File: config.mk
export PLATFORM = sky130hd
export DESIGN_NAME = rx_recovery
export DESIGN_NICKNAME = d
export VERILOG_FILES = /design/src/common/rx_recovery_pkg.sv /design/src/common/rx_word_if.sv /design/src/design/rx_recovery.sv /design/src/design/rx_tick_gen.sv /design/src/design/rx_word_buf.sv
export SDC_FILE = /design/constraint.sdc
export NUM_CORES = 1
export LEC_CHECK = 0
export BUFFER_PORTS_ARGS = -buffer_cell sky130_fd_sc_hd__clkbuf_2
export CAP_MARGIN = 15
export CORE_ASPECT_RATIO = 0.5
export CORE_UTILIZATION = 60
export CTS_BUF_LIST = sky130_fd_sc_hd__clkbuf_8
export CTS_CLUSTER_DIAMETER = 40
export DETAILED_ROUTE_END_ITERATION = 6
export PLACE_DENSITY_LB_ADDON = 0.1
export SETUP_SLACK_MARGIN = 0.4
export SYNTH_ARGS = -nofsm -noshare
export SYNTH_HDL_FRONTEND = slang
export SYNTH_SLANG_ARGS = --single-unit
File: constraint.sdc
create_clock -name i_clk -period 2.8 [get_ports i_clk]
set_input_delay 0.28 -clock i_clk [delete_from_list [all_inputs] [get_ports i_clk]]
set_output_delay 0.28 -clock i_clk [all_outputs]
set_load 0.1 [all_outputs]
File: src/common/rx_recovery_pkg.sv
package rx_recovery_pkg;

  // Sample ticks per bit time and the tick numbers used for voting
  localparam int unsigned TICKS_PER_BIT    = 16;
  localparam logic [3:0]  TICK_START_A     = 4'h3;
  localparam logic [3:0]  TICK_START_B     = 4'h5;
  localparam logic [3:0]  TICK_START_C     = 4'h7;
  localparam logic [3:0]  TICK_VOTE_A      = 4'h8;
  localparam logic [3:0]  TICK_VOTE_B      = 4'h9;
  localparam logic [3:0]  TICK_VOTE_C      = 4'ha;
  localparam logic [3:0]  TICK_LAST        = 4'hf;

  // Character layout
  localparam int unsigned DATA_BITS_8      = 8;
  localparam int unsigned DATA_BITS_9      = 9;
  localparam int unsigned BUF_DEPTH        = 2;

  // Tick divider default: 10 MHz bus, 16 ticks per bit at 9600 baud
  localparam int unsigned CLK_HZ           = 10000000;
  localparam int unsigned BAUD_DEFAULT     = 9600;
  localparam int unsigned TICK_DIV_DEFAULT = CLK_HZ / (BAUD_DEFAULT * TICKS_PER_BIT);

  // Reset values of status and control state
  localparam logic        FLAG_RESET       = 1'b0;
  localparam logic [3:0]  TICK_RESET       = 4'h0;

  typedef enum logic [2:0]
  {
    ST_IDLE  = 3'b000,
    ST_START = 3'b001,
    ST_DATA  = 3'b010,
    ST_STOP  = 3'b011
  } rx_state_t;

endpackage : rx_recovery_pkg

File: src/common/rx_word_if.sv
`timescale 1ns/10ps
`default_nettype none

// Word stream carrying a received character and its flags
interface rx_word_if #(parameter int unsigned W = 12);
  logic         valid;
  logic         ready;
  logic [W-1:0] data;

  modport source
  (
    output valid,
    output data,
    input  ready
  );

  modport sink
  (
    input  valid,
    input  data,
    output ready
  );
endinterface : rx_word_if

`default_nettype wire

File: src/design/rx_recovery.sv
`timescale 1ns/10ps
`default_nettype none

// What this block does
// - Start verified if at most one of three samples high
// - Failed start resets ticks, restarts search
// - Data bit is majority of ticks 8-10
// - Disagreeing data samples set noise
// - Late start samples only add noise
// - Stop majority zero sets framing error
// - Disagreeing stop samples set noise
// - Noise flag gated by its interrupt enable
// - Framing flag gated by its interrupt enable
// - Parity failure sets flag, gated interrupt
// - Receiver keeps running in wait mode
// - Status access blocked during wait mode
// - Enabled error request wakes processor
// - Break clear enabled: clears stick after break
// - Break protected: accesses leave flags alone
// - Armed two-step clear held through break
module rx_recovery
#(
  parameter int unsigned TICK_DIV = rx_recovery_pkg::TICK_DIV_DEFAULT
)
(
  // Clock and reset
  input  wire logic        i_clk,
  input  wire logic        i_rst,
  // Serial line
  input  wire logic        i_rxd,
  // Control bits
  input  wire logic        i_enable,
  input  wire logic        i_nine_bit,
  input  wire logic        i_parity_enable,
  input  wire logic        i_parity_odd,
  input  wire logic        i_noise_irq_enable,
  input  wire logic        i_framing_irq_enable,
  input  wire logic        i_parity_irq_enable,
  // Processor state
  input  wire logic        i_wait_mode,
  input  wire logic        i_debug_break,
  input  wire logic        i_break_clear_enable,
  // Status access: read then write-zero clears flags
  input  wire logic        i_status_read,
  input  wire logic        i_status_clear,
  // Received characters
  output logic             o_rx_valid,
  input  wire logic        i_rx_ready,
  output logic [8:0]       o_rx_data,
  output logic             o_rx_noise,
  output logic             o_rx_framing,
  // Status flags
  output logic             o_noise_flag,
  output logic             o_framing_error_flag,
  output logic             o_parity_error_flag,
  // Interrupt and wake
  output logic             o_error_irq,
  output logic             o_wake
);
  import rx_recovery_pkg::*;

  typedef struct packed
  {
    rx_state_t  state;
    logic [3:0] tick;
    logic [3:0] bitn;
    logic [8:0] shift;
    logic [2:0] smp;
    logic       start_noise;
    logic       char_noise;
    logic       ones;
    logic       noise_flag;
    logic       framing_error_flag;
    logic       parity_error_flag;
    logic       armed;
    logic       push;
    logic [11:0] word;
  } rx_core_t;

  rx_core_t   st_reg;
  rx_core_t   st_next;
  logic [1:0] rxd_sync_reg;
  logic       rxd_prev_reg;
  logic       rxd;
  logic       tick;
  logic [3:0] nbits;
  logic       vote;
  logic       disagree;
  logic       clear_ok;

  rx_word_if #(.W(12)) to_buf ();
  rx_word_if #(.W(12)) from_buf ();

  // Majority of three samples
  function automatic logic majority(input logic [2:0] s);
    majority = (s[0] & s[1]) | (s[0] & s[2]) | (s[1] & s[2]);
  endfunction : majority

  // Samples not unanimous
  function automatic logic mixed(input logic [2:0] s);
    mixed = (s != 3'h0) && (s != 3'h7);
  endfunction : mixed

  rx_tick_gen #(.DIV(TICK_DIV)) u_tick
  (
    .i_clk    (i_clk),
    .i_rst    (i_rst),
    .i_enable (i_enable),
    .o_tick   (tick)
  );

  rx_word_buf #(.W(12), .DEPTH(BUF_DEPTH)) u_buf
  (
    .i_clk    (i_clk),
    .i_rst    (i_rst),
    .in_side  (to_buf),
    .out_side (from_buf)
  );

  always_ff @(posedge i_clk or posedge i_rst)
  begin
    if (i_rst)
    begin
      rxd_sync_reg <= 2'h3;
      rxd_prev_reg <= 1'b1;
    end
    else
    begin
      rxd_sync_reg <= {rxd_sync_reg[0], i_rxd};
      rxd_prev_reg <= rxd_sync_reg[1];
    end
  end

  assign rxd      = rxd_sync_reg[1];
  assign nbits    = i_nine_bit ? 4'(DATA_BITS_9) : 4'(DATA_BITS_8);
  assign vote     = majority({st_reg.smp[1:0], rxd});
  assign disagree = mixed({st_reg.smp[1:0], rxd});
  // Flag clear allowed outside wait mode, and in break only when break clear is enabled
  assign clear_ok = !i_wait_mode && (!i_debug_break || i_break_clear_enable);

  always_comb
  begin
    st_next      = st_reg;
    st_next.push = 1'b0;
    if (!i_enable)
    begin
      st_next.state = ST_IDLE;
      st_next.tick  = TICK_RESET;
    end
    else
    begin
      case (st_reg.state)
        ST_IDLE:
        begin
          // Falling edge starts tick numbering
          if (rxd_prev_reg && !rxd)
          begin
            st_next.state       = ST_START;
            st_next.tick        = TICK_RESET;
            st_next.start_noise = 1'b0;
            st_next.char_noise  = 1'b0;
            st_next.bitn        = 4'h0;
          end
        end
        ST_START, ST_DATA, ST_STOP:
        begin
          if (tick)
          begin
            st_next.tick = st_reg.tick + 4'h1;
            if (st_reg.state == ST_START &&
                (st_reg.tick == TICK_START_A || st_reg.tick == TICK_START_B))
            begin
              st_next.smp = {st_reg.smp[1:0], rxd};
            end
            if (st_reg.tick == TICK_VOTE_A || st_reg.tick == TICK_VOTE_B)
            begin
              st_next.smp = {st_reg.smp[1:0], rxd};
            end
            if (st_reg.state == ST_START && st_reg.tick == TICK_START_C)
            begin
              if (vote)
              begin
                st_next.state = ST_IDLE;
                st_next.tick  = TICK_RESET;
              end
              else
              begin
                st_next.start_noise = disagree;
              end
            end
            if (st_reg.tick == TICK_VOTE_C)
            begin
              case (st_reg.state)
                ST_START:
                begin
                  // Late samples only add noise
                  st_next.start_noise = st_reg.start_noise | vote | disagree;
                end
                ST_DATA:
                begin
                  st_next.shift      = {vote, st_reg.shift[8:1]};
                  st_next.char_noise = st_reg.char_noise | disagree;
                  st_next.ones       = st_reg.ones ^ vote;
                end
                ST_STOP:
                begin
                  st_next.state = ST_IDLE;
                  st_next.push  = 1'b1;
                  st_next.word  = {disagree | st_reg.char_noise | st_reg.start_noise,
                                   !vote,
                                   i_parity_enable && (st_reg.ones != i_parity_odd),
                                   st_reg.shift >> (4'(DATA_BITS_9) - nbits)};
                end
                default:
                begin
                end
              endcase
            end
            if (st_reg.tick == TICK_LAST)
            begin
              if (st_reg.state == ST_START)
              begin
                st_next.state = ST_DATA;
                st_next.ones  = 1'b0;
              end
              else if (st_reg.state == ST_DATA)
              begin
                st_next.bitn = st_reg.bitn + 4'h1;
                if (st_reg.bitn == nbits - 4'h1)
                begin
                  st_next.state = ST_STOP;
                end
              end
            end
          end
        end
        default:
        begin
          st_next.state = ST_IDLE;
        end
      endcase
    end

    // Two-step clear: read arms, write clears; protected in break unless break clear is enabled
    if (i_status_read && clear_ok)
    begin
      st_next.armed = 1'b1;
    end
    if (i_status_clear && st_reg.armed && clear_ok)
    begin
      st_next.noise_flag         = 1'b0;
      st_next.framing_error_flag = 1'b0;
      st_next.parity_error_flag  = 1'b0;
      st_next.armed              = 1'b0;
    end
    // Set wins over clear
    if (st_reg.push)
    begin
      st_next.noise_flag         = st_reg.noise_flag | st_reg.word[11];
      st_next.framing_error_flag = st_reg.framing_error_flag | st_reg.word[10];
      st_next.parity_error_flag  = st_reg.parity_error_flag | st_reg.word[9];
    end
  end

  always_ff @(posedge i_clk or posedge i_rst)
  begin
    if (i_rst)
    begin
      st_reg <= '{state: ST_IDLE, tick: TICK_RESET, noise_flag: FLAG_RESET,
                  framing_error_flag: FLAG_RESET, parity_error_flag: FLAG_RESET, default: '0};
    end
    else
    begin
      st_reg <= st_next;
    end
  end

  // Word lost only if buffer full; status flags still record errors
  assign to_buf.valid   = st_reg.push;
  assign to_buf.data    = st_reg.word;
  assign from_buf.ready = i_rx_ready && !i_wait_mode;

  assign o_rx_valid           = from_buf.valid && !i_wait_mode;
  assign o_rx_data            = from_buf.data[8:0];
  assign o_rx_noise           = from_buf.data[11];
  assign o_rx_framing         = from_buf.data[10];
  assign o_noise_flag         = st_reg.noise_flag;
  assign o_framing_error_flag = st_reg.framing_error_flag;
  assign o_parity_error_flag  = st_reg.parity_error_flag;
  assign o_error_irq          = (st_reg.noise_flag && i_noise_irq_enable) ||
                                (st_reg.framing_error_flag && i_framing_irq_enable) ||
                                (st_reg.parity_error_flag && i_parity_irq_enable);
  assign o_wake               = o_error_irq && i_wait_mode;
endmodule : rx_recovery

`default_nettype wire

File: src/design/rx_tick_gen.sv
`timescale 1ns/10ps
`default_nettype none

// Divider producing the sample-tick enable pulse
module rx_tick_gen
#(
  parameter int unsigned DIV = rx_recovery_pkg::TICK_DIV_DEFAULT
)
(
  // Clock and reset
  input  wire logic i_clk,
  input  wire logic i_rst,
  // Control
  input  wire logic i_enable,
  // Tick
  output logic      o_tick
);
  import rx_recovery_pkg::*;

  localparam int unsigned CW = (DIV > 1) ? $clog2(DIV) : 1;

  typedef struct packed
  {
    logic [CW-1:0] cnt;
    logic          tick;
  } tick_state_t;

  tick_state_t st_reg;
  tick_state_t st_next;

  always_comb
  begin
    st_next      = st_reg;
    st_next.tick = 1'b0;
    if (!i_enable)
    begin
      st_next.cnt = '0;
    end
    else if (st_reg.cnt == CW'(DIV - 1))
    begin
      st_next.cnt  = '0;
      st_next.tick = 1'b1;
    end
    else
    begin
      st_next.cnt = st_reg.cnt + CW'(1);
    end
  end

  always_ff @(posedge i_clk or posedge i_rst)
  begin
    if (i_rst)
    begin
      st_reg <= '0;
    end
    else
    begin
      st_reg <= st_next;
    end
  end

  assign o_tick = st_reg.tick;
endmodule : rx_tick_gen

`default_nettype wire

File: src/design/rx_word_buf.sv
`timescale 1ns/10ps
`default_nettype none

// Two-entry buffer between recovery logic and the reader
module rx_word_buf
#(
  parameter int unsigned W     = 12,
  parameter int unsigned DEPTH = rx_recovery_pkg::BUF_DEPTH
)
(
  // Clock and reset
  input  wire logic i_clk,
  input  wire logic i_rst,
  // Filling side
  rx_word_if.sink   in_side,
  // Draining side
  rx_word_if.source out_side
);
  import rx_recovery_pkg::*;

  localparam int unsigned AW = (DEPTH > 1) ? $clog2(DEPTH) : 1;

  typedef struct packed
  {
    logic [AW-1:0] wr;
    logic [AW-1:0] rd;
    logic [AW:0]   cnt;
  } buf_state_t;

  buf_state_t   st_reg;
  buf_state_t   st_next;
  logic [W-1:0] mem_reg [DEPTH];
  logic [W-1:0] out_reg;
  logic         push;
  logic         pop;

  assign in_side.ready  = (st_reg.cnt != (AW+1)'(DEPTH));
  assign out_side.valid = (st_reg.cnt != '0);
  assign push           = in_side.valid && in_side.ready;
  assign pop            = out_side.valid && out_side.ready;

  always_comb
  begin
    st_next = st_reg;
    if (push)
    begin
      st_next.wr = (st_reg.wr == AW'(DEPTH - 1)) ? '0 : st_reg.wr + AW'(1);
    end
    if (pop)
    begin
      st_next.rd = (st_reg.rd == AW'(DEPTH - 1)) ? '0 : st_reg.rd + AW'(1);
    end
    st_next.cnt = st_reg.cnt + (AW+1)'(push) - (AW+1)'(pop);
  end

  always_ff @(posedge i_clk or posedge i_rst)
  begin
    if (i_rst)
    begin
      st_reg <= '0;
    end
    else
    begin
      st_reg <= st_next;
    end
  end

  always_ff @(posedge i_clk)
  begin
    if (push)
    begin
      mem_reg[st_reg.wr] <= in_side.data;
    end
  end

  // Registered head word
  always_ff @(posedge i_clk or posedge i_rst)
  begin
    if (i_rst)
    begin
      out_reg <= '0;
    end
    else
    begin
      out_reg <= (st_next.cnt == '0) ? out_reg :
                 (push && st_reg.cnt == '0) || (pop && st_reg.cnt == (AW+1)'(1)) ? in_side.data :
                 mem_reg[st_next.rd];
    end
  end

  assign out_side.data = out_reg;
endmodule : rx_word_buf

`default_nettype wire

==> flow_metrics.env, run 1 <==
export IMPL_status="complete, no violations"
export IMPL_num_rows=20
export IMPL_syn_nets=382
export IMPL_relSlewSlack_pct=54.68
export IMPL_synth_compound_area_share_pct=11.37
export IMPL_cp_max_fo=12
export IMPL_synth_cell_type_count=53
export IMPL_io_buffers=32
export IMPL_power_density_mw_per_mm2=692.0
export IMPL_cts_buffers=9
export IMPL_max_vdd_ir_drop_v=0.0003594
export IMPL_largest_reg_flops=26
export IMPL_grt_overflow=0
export IMPL_postPlaceCellArea_mm2=0.004317
export IMPL_clkTransAtPathRegs_ns=0.08
export IMPL_synth_xor_xnor_area_share_pct=2.318
export IMPL_synth_top_family_by_area="simple AND/OR/NAND/NOR gates"
export IMPL_layout_cells_non_filler=489
export IMPL_crit_type="reg -> reg"
export IMPL_drc_errors=0
export IMPL_ys_flop_type="dfrtp_1"
export IMPL_ys_seq_area_share_pct=58.44
export IMPL_final_min_clock_period_ns=2.247
export IMPL_async_reset_ff_share_pct=75.56
export IMPL_cts_tree="yes"
export IMPL_setup_tns_ns=0
export IMPL_dpl_worst_slack_ns=0.3368
export IMPL_synth_edf_count=22
export IMPL_power_leakage_uw=0.001965
export IMPL_end_kind="register"
export IMPL_antenna_found_initial=0
export IMPL_nets=421
export IMPL_drtAntennaViolNets=0
export IMPL_worst_slack_ns=0.5534
export IMPL_total_power_uw=3130
export IMPL_max_freq_ghz=0.4451
export IMPL_postSynthAreaPerCell_um2=11.34
export IMPL_grt_first_pass_wirelength_mm=12.21
export IMPL_htreeDepth=3
export IMPL_min_path_type="in -> async"
export IMPL_drive_above_1_share_pct=19.70
export IMPL_grt_util_all_layers_pct=23.17
export IMPL_fillers=449
export IMPL_yosys_top_cells_area="dfrtp_1 (40%), edfxtp_1 (16%), mux2i_1 (4.7%)"
export IMPL_clock_skew_ns=0.004147
export IMPL_crit_arrival_ns=2.52
export IMPL_syn_cell_area_mm2=0.004049
export IMPL_clock_latency_ns=0.36
export IMPL_max_slew_worst_pin_slew_ns=0.6788
export IMPL_num_vias=2750
export IMPL_gp_congestion=0.9093
export IMPL_grt_max_degree=37
export IMPL_yosysTopAreaCell="dfrtp_1"
export IMPL_wl_per_cell_um=14.98
export IMPL_via_per_inst=5.624
export IMPL_area_growth_pct=11.71
export IMPL_place_inst=470
export IMPL_pin_count=33
export IMPL_die_area_mm2=0.007101
export IMPL_start_util_pct=64.46
export IMPL_cts_sinks=90
export IMPL_yosys_area_share_simple_pct=14.46
export IMPL_wl_mm=7.324
export IMPL_setup_violations_final=0
export IMPL_core_mm2=0.006281
export IMPL_die_h_um=60.09
export IMPL_maxCapViolCount=0
export IMPL_netlist_area_leader_share_pct=40.17
export IMPL_regArea_mm2=0.002367
export IMPL_hold_violations=0
export IMPL_die_x_um=118.2
export IMPL_crit_required_ns=3.08
export IMPL_multiInputGateArea_mm2=0.001584
export IMPL_antenna_cells=0
export IMPL_maxSlewViolCount=0
export IMPL_worstSetupStartpointType="register"
export IMPL_grt_pass1_vias=2529
export IMPL_initialDrtViolationCount=243
export IMPL_syn_inst=357
export IMPL_muxShareOfSynthArea_pct=7.478
export IMPL_rsz0062_at_grt="false"
export IMPL_yosysWarnings=0
export IMPL_synth_adder_area_share_pct=3.028
export IMPL_hpwl_mm=5.251
export IMPL_design_area_mm2=0.004523
export IMPL_synth_seq_cells=90
export IMPL_post_route_period_util_pct=80.24
export IMPL_drtPass1Iterations=4
export IMPL_clock_root_buffer="clkbuf_8"
export IMPL_cts_buffer_depth=2
report_power, final:
part / total [µW] / switching [µW] / internal (µW)
registers: 1470 / 54.8 / 1420
logic: 891 / 661 / 230
clock network: 766 / 446 / 320
total: 3130 / 1160 / 1970
per-layer routing:
layer	GRT usage [%]	vias up	wire [µm]
li1	-	1356	-
met1	30.23	1321	3481
met2	37.31	65	3449
met3	7.347	8	308
met4	8.425	0	84
met5	0	-	0
area by class of cell:
class	instances	area share, %
well taps	88	2.434
repair buffers	40	5.201
flip-flops and latches	90	52.34
inverters	15	1.245
multi-input cells	240	35.02
clock buffers	9	2.739
clock inverters	7	1.024
stage by stage:
| stage | hold slack (ns) | utilization (%) |
|---|---|---|
| floorplan | 0.2845 | - |
| global placement | 0.3463 | 68.73 |
| detailed placement | 0.3475 | 68.73 |
| CTS | 0.003299 | 71.67 |
| global route | 0.04254 | 72.01 |
| finish | 0.0007003 | 72.01 |
timing repair:
| action | in CTS | in global routing |
|---|---|---|
| endpoints found under the setup margin | 11 | 11 |
| endpoints found under the hold margin | 1 | 0 |
| resized for setup | 1 | 4 |
| pin swaps | 0 | 1 |
| hold buffers | 1 | 0 |
| buffers inserted | 0 | 2 |
synth_stat cells (2+ instances only):
| library cell | number |
|---|---|
| dfrtp_1 | 65 |
| o21ai_0 | 37 |
| nand2_1 | 32 |
| edfxtp_1 | 22 |
| nor2_1 | 21 |
| a21oi_1 | 20 |
| mux2i_1 | 19 |
| inv_1 | 15 |
| or3_1 | 13 |
| nand3_1 | 11 |
| mux2_2 | 10 |
| ha_1 | 9 |
| clkbuf_1 | 7 |
| and2_1 | 5 |
| xnor2_1 | 5 |
| a22o_1 | 4 |
| and3_1 | 4 |
| buf_2 | 4 |
| nor2b_1 | 4 |
| nor3_1 | 4 |
| dfstp_2 | 3 |
| nor3b_1 | 3 |
| xor2_1 | 3 |
| a31oi_1 | 2 |
| and3b_1 | 2 |
| nand2b_1 | 2 |
| nand3b_1 | 2 |
| nor4_1 | 2 |
| o211ai_1 | 2 |
| o21ai_1 | 2 |
cells in the final DEF (no fill, tap or decap), drive strengths merged, types with 2 or more instances in the layout:
master | netlist | final
a21oi | 21 | 21
a22o | 4 | 4
nand2 | 33 | 33
nor2b | 4 | 4
a31oi | 2 | 2
dfrtp | 65 | 65
nor3 | 5 | 5
nand2b | 2 | 2
nor3b | 3 | 3
nor4 | 2 | 2
edfxtp | 22 | 22
dfstp | 3 | 3
xor2 | 3 | 3
nand3b | 2 | 2
clkinv | 0 | 4
xnor2 | 5 | 5
o211ai | 2 | 2
buf | 5 | 7
clkbuf | 7 | 41
o21ai | 40 | 40
and3b | 2 | 2
and3 | 4 | 4
nand3 | 11 | 11
mux2 | 10 | 10
or3 | 13 | 13
ha | 9 | 9
mux2i | 19 | 19
nor2 | 21 | 21
and2 | 5 | 5
inv | 15 | 17
path summary, 6_finish.rpt:
path                                                start                                  to  slack (ns)  cells past startpoint
worst max-delay path            u_buf.st_reg[1]$_DFF_PP0_  u_buf.out_side.data[5]$_DFFE_PP0P_        0.55                      9
worst min-delay path                                i_rst          to_buf.data[9]$_DFFE_PP0P_      0.0007                      2
worst max register to register  u_buf.st_reg[1]$_DFF_PP0_  u_buf.out_side.data[5]$_DFFE_PP0P_        0.55                      9
worst min register to register  rxd_sync_reg[0]$_DFF_PP1_           rxd_sync_reg[1]$_DFF_PP1_        0.36                      0
max in group asynchronous                           i_rst              rxd_prev_reg$_DFF_PP1_        2.11                      3
min in group i_clk                         i_status_clear              st_reg[13]$_DFFE_PP0P_        0.11                      2
critical path: stages (launching register included):
cell and delay, ns:
dfrtp_1 0.41, nor2_1 0.19, nor3b_2 0.08, ha_1 0.27, inv_1 0.06, ha_1 0.14
xor3_1 0.26, or2_4 0.29, and2_2 0.28, a21oi_1 0.18
cells by family (layout without fill, tap and decap cells):
kind of cell,count (synthesis),count (layout)
compound gates,78,78
xor+xnor,9,9
fa+ha+maj,10,10
buf+inv,27,71
flops,90,90
mux,29,29
other cells,1,1
simple gates,113,113
No activity file was read; power rests on OpenSTA's default activity.
==> run 2: changes to the inputs <==
CORE_UTILIZATION = 56   (was 60)
clock period = 1.82 ns   (was 2.8 ns; I/O delays follow)
==> run 2 against run 1 <==
Compared with the run above:
- the run now ends with negative setup slack left
- worst setup slack worse by 0.85 ns
- global-route usage increased by 5.9 points
- register-to-register slack worse by 0.85 ns
- die area increased by 7.0%
- critical path depth is the same
- design area increased by 26%
- combinational power grew 92%
- cell count is 14% higher
- first-iteration DRC count up 20%
- highest routed layer unchanged
==> flow_metrics.env, run 2 (synthesis gave the netlist of run 1 again) <==
export IMPL_clock_skew_ns=0.01384
export IMPL_io_buffers=32
export IMPL_crit_required_ns=2.08
export IMPL_failed_checks="negative setup slack"
export IMPL_wl_per_cell_um=19.34
export IMPL_wl_mm=10.77
export IMPL_crit_arrival_ns=2.38
export IMPL_power_leakage_uw=0.002467
export IMPL_final_common_cell="dfrtp_1"
export IMPL_fillers=342
export IMPL_via_per_inst=5.890
export IMPL_relSlewSlack_pct=60.76
export IMPL_die_h_um=62.13
export IMPL_core_mm2=0.006832
export IMPL_design_area_mm2=0.005718
export IMPL_dpl_worst_slack_ns=-0.4206
export IMPL_maxSlewViolCount=0
export IMPL_p_sw_uw=1974
export IMPL_clkTransAtPathRegs_ns=0.09
export IMPL_grt_util_all_layers_pct=29.10
export IMPL_p_comb_share_pct=33.1
export IMPL_area_growth_pct=41.22
export IMPL_max_slew_worst_pin_slew_ns=0.5886
export IMPL_cts_buffer_depth=2
export IMPL_max_freq_ghz=0.4716
export IMPL_min_path_type="in -> reg"
export IMPL_initialDrtViolationCount=291
export IMPL_post_route_period_util_pct=116.5
export IMPL_nets=485
export IMPL_postPlaceCellArea_mm2=0.004589
export IMPL_fin_util_pct=83.70
export IMPL_worstSetupStartpointType="register"
export IMPL_power_density_mw_per_mm2=905.9
export IMPL_clock_root_buffer="clkbuf_8"
export IMPL_status="finished, violations left"
export IMPL_antenna_found_initial=0
export IMPL_place_inst=497
export IMPL_crit_type="reg -> reg"
export IMPL_htreeDepth=3
export IMPL_grt_max_degree=47
export IMPL_clockPowerShare_pct=23.2
export IMPL_final_min_clock_period_ns=2.120
export IMPL_largest_reg_flops=26
export IMPL_pwr_share_seq_pct=43.7
export IMPL_antenna_cells=0
export IMPL_grt_overflow=0
export IMPL_grt_first_pass_wirelength_mm=16.84
export IMPL_setup_violations_final=30
export IMPL_drtPass1Iterations=5
export IMPL_end_kind="register"
export IMPL_gp_congestion=0.9061
export IMPL_cts_tree="yes"
export IMPL_start_util_pct=59.27
export IMPL_num_rows=21
export IMPL_grt_pass1_vias=3378
export IMPL_maxCapViolCount=0
export IMPL_final_cell_mix="dfrtp_1 (61), buf_4 (31), buf_6 (30)"
export IMPL_cts_sinks=90
export IMPL_worst_slack_ns=-0.3004
export IMPL_cp_max_fo=6
export IMPL_cts_buffers=9
export IMPL_power_internal_uw=3206
export IMPL_die_x_um=122.3
export IMPL_drc_errors=0
export IMPL_clock_latency_ns=0.36
export IMPL_holdWs_ns=0.02449
export IMPL_pin_count=33
export IMPL_die_area_mm2=0.007595
export IMPL_hpwl_mm=5.524
export IMPL_power_switching_share_pct=38.11
export IMPL_layout_cells_non_filler=557
export IMPL_drtAntennaViolNets=0
export IMPL_max_vdd_ir_drop_v=0.0006236
export IMPL_rsz0062_at_grt="true"
export IMPL_num_vias=3281
export IMPL_hold_violations=0
export IMPL_drive_above_1_share_pct=47.10
## run 2: per-stage QoR
step	power [µW]	setup TNS (ns)
floorplan	3480	-2.073
global placement	3678	-2.380
detailed placement	3732	-4.161
CTS	5060	-2.673
global route	5374	-6.578
finish	5180	-4.678
## run 2: final timing paths
check	startpoint	to	slack, ns	depth (start not counted)
max in group asynchronous	i_rst	o_noise_flag$_DFFE_PP0P_	0.84	4
worst min register to register	rxd_sync_reg[0]$_DFF_PP1_	rxd_sync_reg[1]$_DFF_PP1_	0.36	0
worst max-delay path	u_buf.st_reg[1]$_DFF_PP0_	u_buf.out_side.data[8]$_DFFE_PP0P_	-0.30	9
worst min-delay path	i_status_clear	st_reg[13]$_DFFE_PP0P_	0.02	2
worst max register to register	u_buf.st_reg[1]$_DFF_PP0_	u_buf.out_side.data[8]$_DFFE_PP0P_	-0.30	9
min in group asynchronous	i_rst	st_reg[32]$_DFFE_PP0P_	0.43	4
## run 2: area by class of cell
type	count	area [µm²]	share of cell area [%]
inverters	15	62.56	1.094
well taps	92	115.1	2.013
multi-input cells	242	2027	35.45
flip-flops and latches	90	2371	41.47
clock inverters	7	45.04	0.7877
clock buffers	9	123.9	2.166
repair buffers	102	973.4	17.02
## run 2: layer usage
metal	wire length [µm]	global-route usage, %	up-vias
li1	-	-	1480
met1	4519	37.07	1658
met2	5450	49.16	116
met3	522	7.169	27
met4	278	8.689	0
met5	0	0	-
## run 2: repair_timing
action | CTS | global route
endpoints found under the hold margin | 28 | 0
resized for setup | 103 | 63
gates cloned | 6 | 2
hold buffers | 2 | 0
endpoints found under the setup margin | 74 | 81
buffers inserted | 23 | 11
pin swaps | 28 | 17
## run 2: worst max-delay path: stages (launching register included)
cell     delay [ns]
dfrtp_1        0.41
nor2_2         0.16
nor3b_2        0.07
ha_1           0.29
inv_2          0.07
ha_4           0.12
xor3_2         0.31
or2_2          0.36
o21ai_1        0.20
a21oi_2        0.04
## run 2: power groups by stage
stage | logic, µW | registers, µW | clock network, µW
6_report | 1710 | 2260 | 1200
5_1_grt | 1810 | 2280 | 1290
2_1_floorplan | 674 | 2810 | 0
4_1_cts | 1590 | 2260 | 1210
3_5_place_dp | 1430 | 2300 | 0
3_3_place_gp | 1380 | 2290 | 0
==> run 3: changes to the inputs <==
ABC_AREA = 1   (was not set)
==> run 3 against run 2 <==
Compared with the run above:
- the flow now finishes without violations
- count of clock-buffer cells in the layout is 1 higher
- first-iteration DRC count down 31%
- critical endpoint is now u_buf.out_side.data[10]$_DFFE_PP0P_
- non-clock buffer count is 28 lower
- core utilization down 6.8 points
- synthesized cell count up 40%
- sequential share of layout area rose by 0.26 points
- maximum frequency rose by 24%
- flip-flop and latch count unchanged
- total power is 20% higher
- synthesized area grew 7.0%
- via count up 8.1%
- worst hold slack better by 0.044 ns
==> flow_metrics.env, run 3 <==
export IMPL_status="complete, no violations"
export IMPL_reg2reg_from="u_buf.st_reg[0]$_DFF_PP0_"
export IMPL_path_buf_inv=4
export IMPL_hpwl_mm=5.697
export IMPL_hold_violations=0
export IMPL_core_mm2=0.007405
export IMPL_busiest_layer="met2"
export IMPL_worst_r2r_cell_count=9
export IMPL_clock_root_buffer="clkbuf_8"
export IMPL_drc_errors=0
export IMPL_antenna_cells=0
export IMPL_synth_edf_count=22
export IMPL_synth_most_common_cell="nand2_1"
export IMPL_synth_seq_cells=90
export IMPL_final_cell_mix="nand2_1 (121), dfrtp_1 (57), nor2_1 (38)"
export IMPL_min_to="to_buf.data[9]$_DFFE_PP0P_"
export IMPL_max_slew_worst_pin_slew_ns=0.5389
export IMPL_cts_buffers=9
export IMPL_rsz0062_at_grt="true"
export IMPL_cts_buffer_depth=2
export IMPL_cts_sinks=90
export IMPL_ys_seq_area_share_pct=54.59
export IMPL_wl_per_cell_um=14.51
export IMPL_clkTransAtPathRegs_ns=0.10
export IMPL_cp_slowest_cell="dfrtp_1"
export IMPL_hold_path_startpoint="i_parity_enable"
export IMPL_grt_util_all_layers_pct=24.87
export IMPL_worst_slack_ns=0.1032
export IMPL_grt_overflow=0
export IMPL_critPathMostFrequentCell="buf_4"
export IMPL_grt_first_pass_wirelength_mm=15.44
export IMPL_holdWs_ns=0.06868
export IMPL_dpl_worst_slack_ns=-0.1208
export IMPL_largest_reg_flops=26
export IMPL_use_met2_pct=42.61
export IMPL_cp_top_family="flip-flops"
export IMPL_crit_required_ns=2.13
export IMPL_synth_cell_type_count=38
export IMPL_io_buffers=32
export IMPL_gp_congestion=0.9105
export IMPL_die_area_mm2=0.008117
export IMPL_grt_max_degree=69
export IMPL_syn_inst=499
export IMPL_start_util_pct=58.53
export IMPL_fillers=503
export IMPL_yosysTopAreaCell="dfrtp_1"
export IMPL_area_growth_pct=31.38
export IMPL_yosys_top_cells_area="dfrtp_1 (38%), edfxtp_1 (15%), nand2_1 (12%)"
export IMPL_power_leakage_uw=0.002652
export IMPL_htreeDepth=3
export IMPL_clock_latency_ns=0.38
export IMPL_maxSlewViolCount=0
export IMPL_yosysWarnings=0
export IMPL_syn_nets=524
export IMPL_die_h_um=64.21
export IMPL_drtPass1Iterations=5
export IMPL_min_path_type="in -> reg"
export IMPL_antenna_found_initial=0
export IMPL_pin_count=33
export IMPL_via_per_inst=5.247
export IMPL_path_cells="buf_4 -> buf_4 -> o21ai_4 -> inv_2 -> ha_4 -> nand3b_4 -> nand2_1 -> inv_1 -> a21oi_1"
export IMPL_netlist_area_leader_share_pct=37.53
export IMPL_clock_skew_ns=0.01740
export IMPL_maxCapViolCount=0
export IMPL_drive_above_1_share_pct=34.83
export IMPL_crit_arrival_ns=2.03
export IMPL_num_vias=3547
export IMPL_max_freq_ghz=0.5825
export IMPL_power_density_mw_per_mm2=1094
export IMPL_post_route_period_util_pct=94.33
export IMPL_grt_pass1_vias=3345
export IMPL_layout_cells_non_filler=676
export IMPL_setup_violations_final=0
export IMPL_cp_max_fo=6
export IMPL_max_vdd_ir_drop_v=0.001089
export IMPL_crit_type="reg -> reg"
export IMPL_initialDrtViolationCount=202
export IMPL_regArea_mm2=0.002376
export IMPL_final_common_cell="nand2_1"
export IMPL_syn_cell_area_mm2=0.004334
export IMPL_place_inst=627
export IMPL_ys_top_cells_by_count="nand2_1 (143), dfrtp_1 (65), inv_1 (51)"
export IMPL_num_rows=22
export IMPL_setup_tns_ns=0
export IMPL_final_min_clock_period_ns=1.717
export IMPL_ys_flop_type="dfrtp_1"
export IMPL_max_stage_delay_ns=0.42
export IMPL_wl_mm=9.808
export IMPL_drtAntennaViolNets=0
export IMPL_hold_depth=3
export IMPL_reg2reg_setup_slack_ns=0.10
export IMPL_worstSetupStartpointType="register"
export IMPL_nets=600
export IMPL_grt_util_met1_pct=30.92
export IMPL_multiInputGateArea_mm2=0.002118
export IMPL_r2r_end="u_buf.out_side.data[10]$_DFFE_PP0P_"
export IMPL_grtUsageMet3_pct=6.951
export IMPL_postSynthAreaPerCell_um2=8.686
export IMPL_relSlewSlack_pct=64.23
export IMPL_async_reset_ff_share_pct=75.56
export IMPL_cts_tree="yes"
export IMPL_die_x_um=126.4
export IMPL_fin_util_pct=76.90
export IMPL_end_kind="register"
[run 3: cell types whose count changed in the layout (fill, tap and decap cells not counted), sizes merged, moves of 8 or more]
cell / change
mux2i: -19
buf: -32
nand2: +116
or3: -13
mux2: -10
o21ai: -8
nand3: +27
inv: +38
nor2: +35
[run 3: stage by stage]
step	cell area, µm²	total power (µW)
6_report	5694	6229
5_1_grt	5694	6526
4_1_cts	5290	6128
3_5_place_dp	4697	4390
3_3_place_gp	4697	4346
2_1_floorplan	4390	4085
[run 3: per-layer routing]
metal,wire length (µm),part of all wire (%)
met1,4426,45
met5,0,0
met3,397,4.0
met4,167,1.7
met2,4817,49
[run 3: worst max path at each step]
stage,start,endpoint,slack [ns],cells after the start
floorplan,o_noise_flag$_DFFE_PP0P_,o_wake,-0.07,4
global placement,u_buf.st_reg[0]$_DFF_PP0_,u_buf.out_side.data[0]$_DFFE_PP0P_,-0.03,10
detailed placement,u_buf.st_reg[0]$_DFF_PP0_,u_buf.out_side.data[0]$_DFFE_PP0P_,-0.12,10
CTS,u_buf.st_reg[1]$_DFF_PP0_,u_buf.out_side.data[4]$_DFFE_PP0P_,0.13,11
global route,u_buf.st_reg[0]$_DFF_PP0_,u_buf.out_side.data[2]$_DFFE_PP0P_,0.04,9
finish,u_buf.st_reg[0]$_DFF_PP0_,u_buf.out_side.data[10]$_DFFE_PP0P_,0.10,9
[run 3: cells by family after synthesis]
logic type	synth area share, %
and+or+nand+nor	26.01
DFF	54.59
buffers and inverters	7.015
AOI/OAI and AO/OA	8.083
adders and majority gates	2.598
xor gates and xnor gates	1.617
other	0.08652
[run 3: cell type report]
type | count | share of cell area [%]
timing repair buffer | 74 | 11.36
inverter | 57 | 4.021
multi-input combinational | 343 | 37.20
clock inverter | 6 | 1.165
sequential | 90 | 41.73
clock buffer | 10 | 2.417
tap | 96 | 2.109
[run 3: timing repair]
action | in CTS | in global routing
cloned | 6 | 3
endpoints found under the setup margin | 70 | 77
pin swaps | 12 | 27
hold buffers | 2 | 0
buffers inserted | 8 | 14
endpoints found under the hold margin | 66 | 0
gates resized for setup | 60 | 80
[run 3: worst min-delay path: cells and delay by family]
kind                   cells  cell delay (ns)
AOI/OAI and AO/OA          1             0.06
and+or+nand+nor            1             0.06
buffers and inverters      1             0.08
[run 3: report_power, final]
group	switching, µW	internal (µW)
logic	1770	735
clock network	727	674
registers	101	2230
total	2600	3630
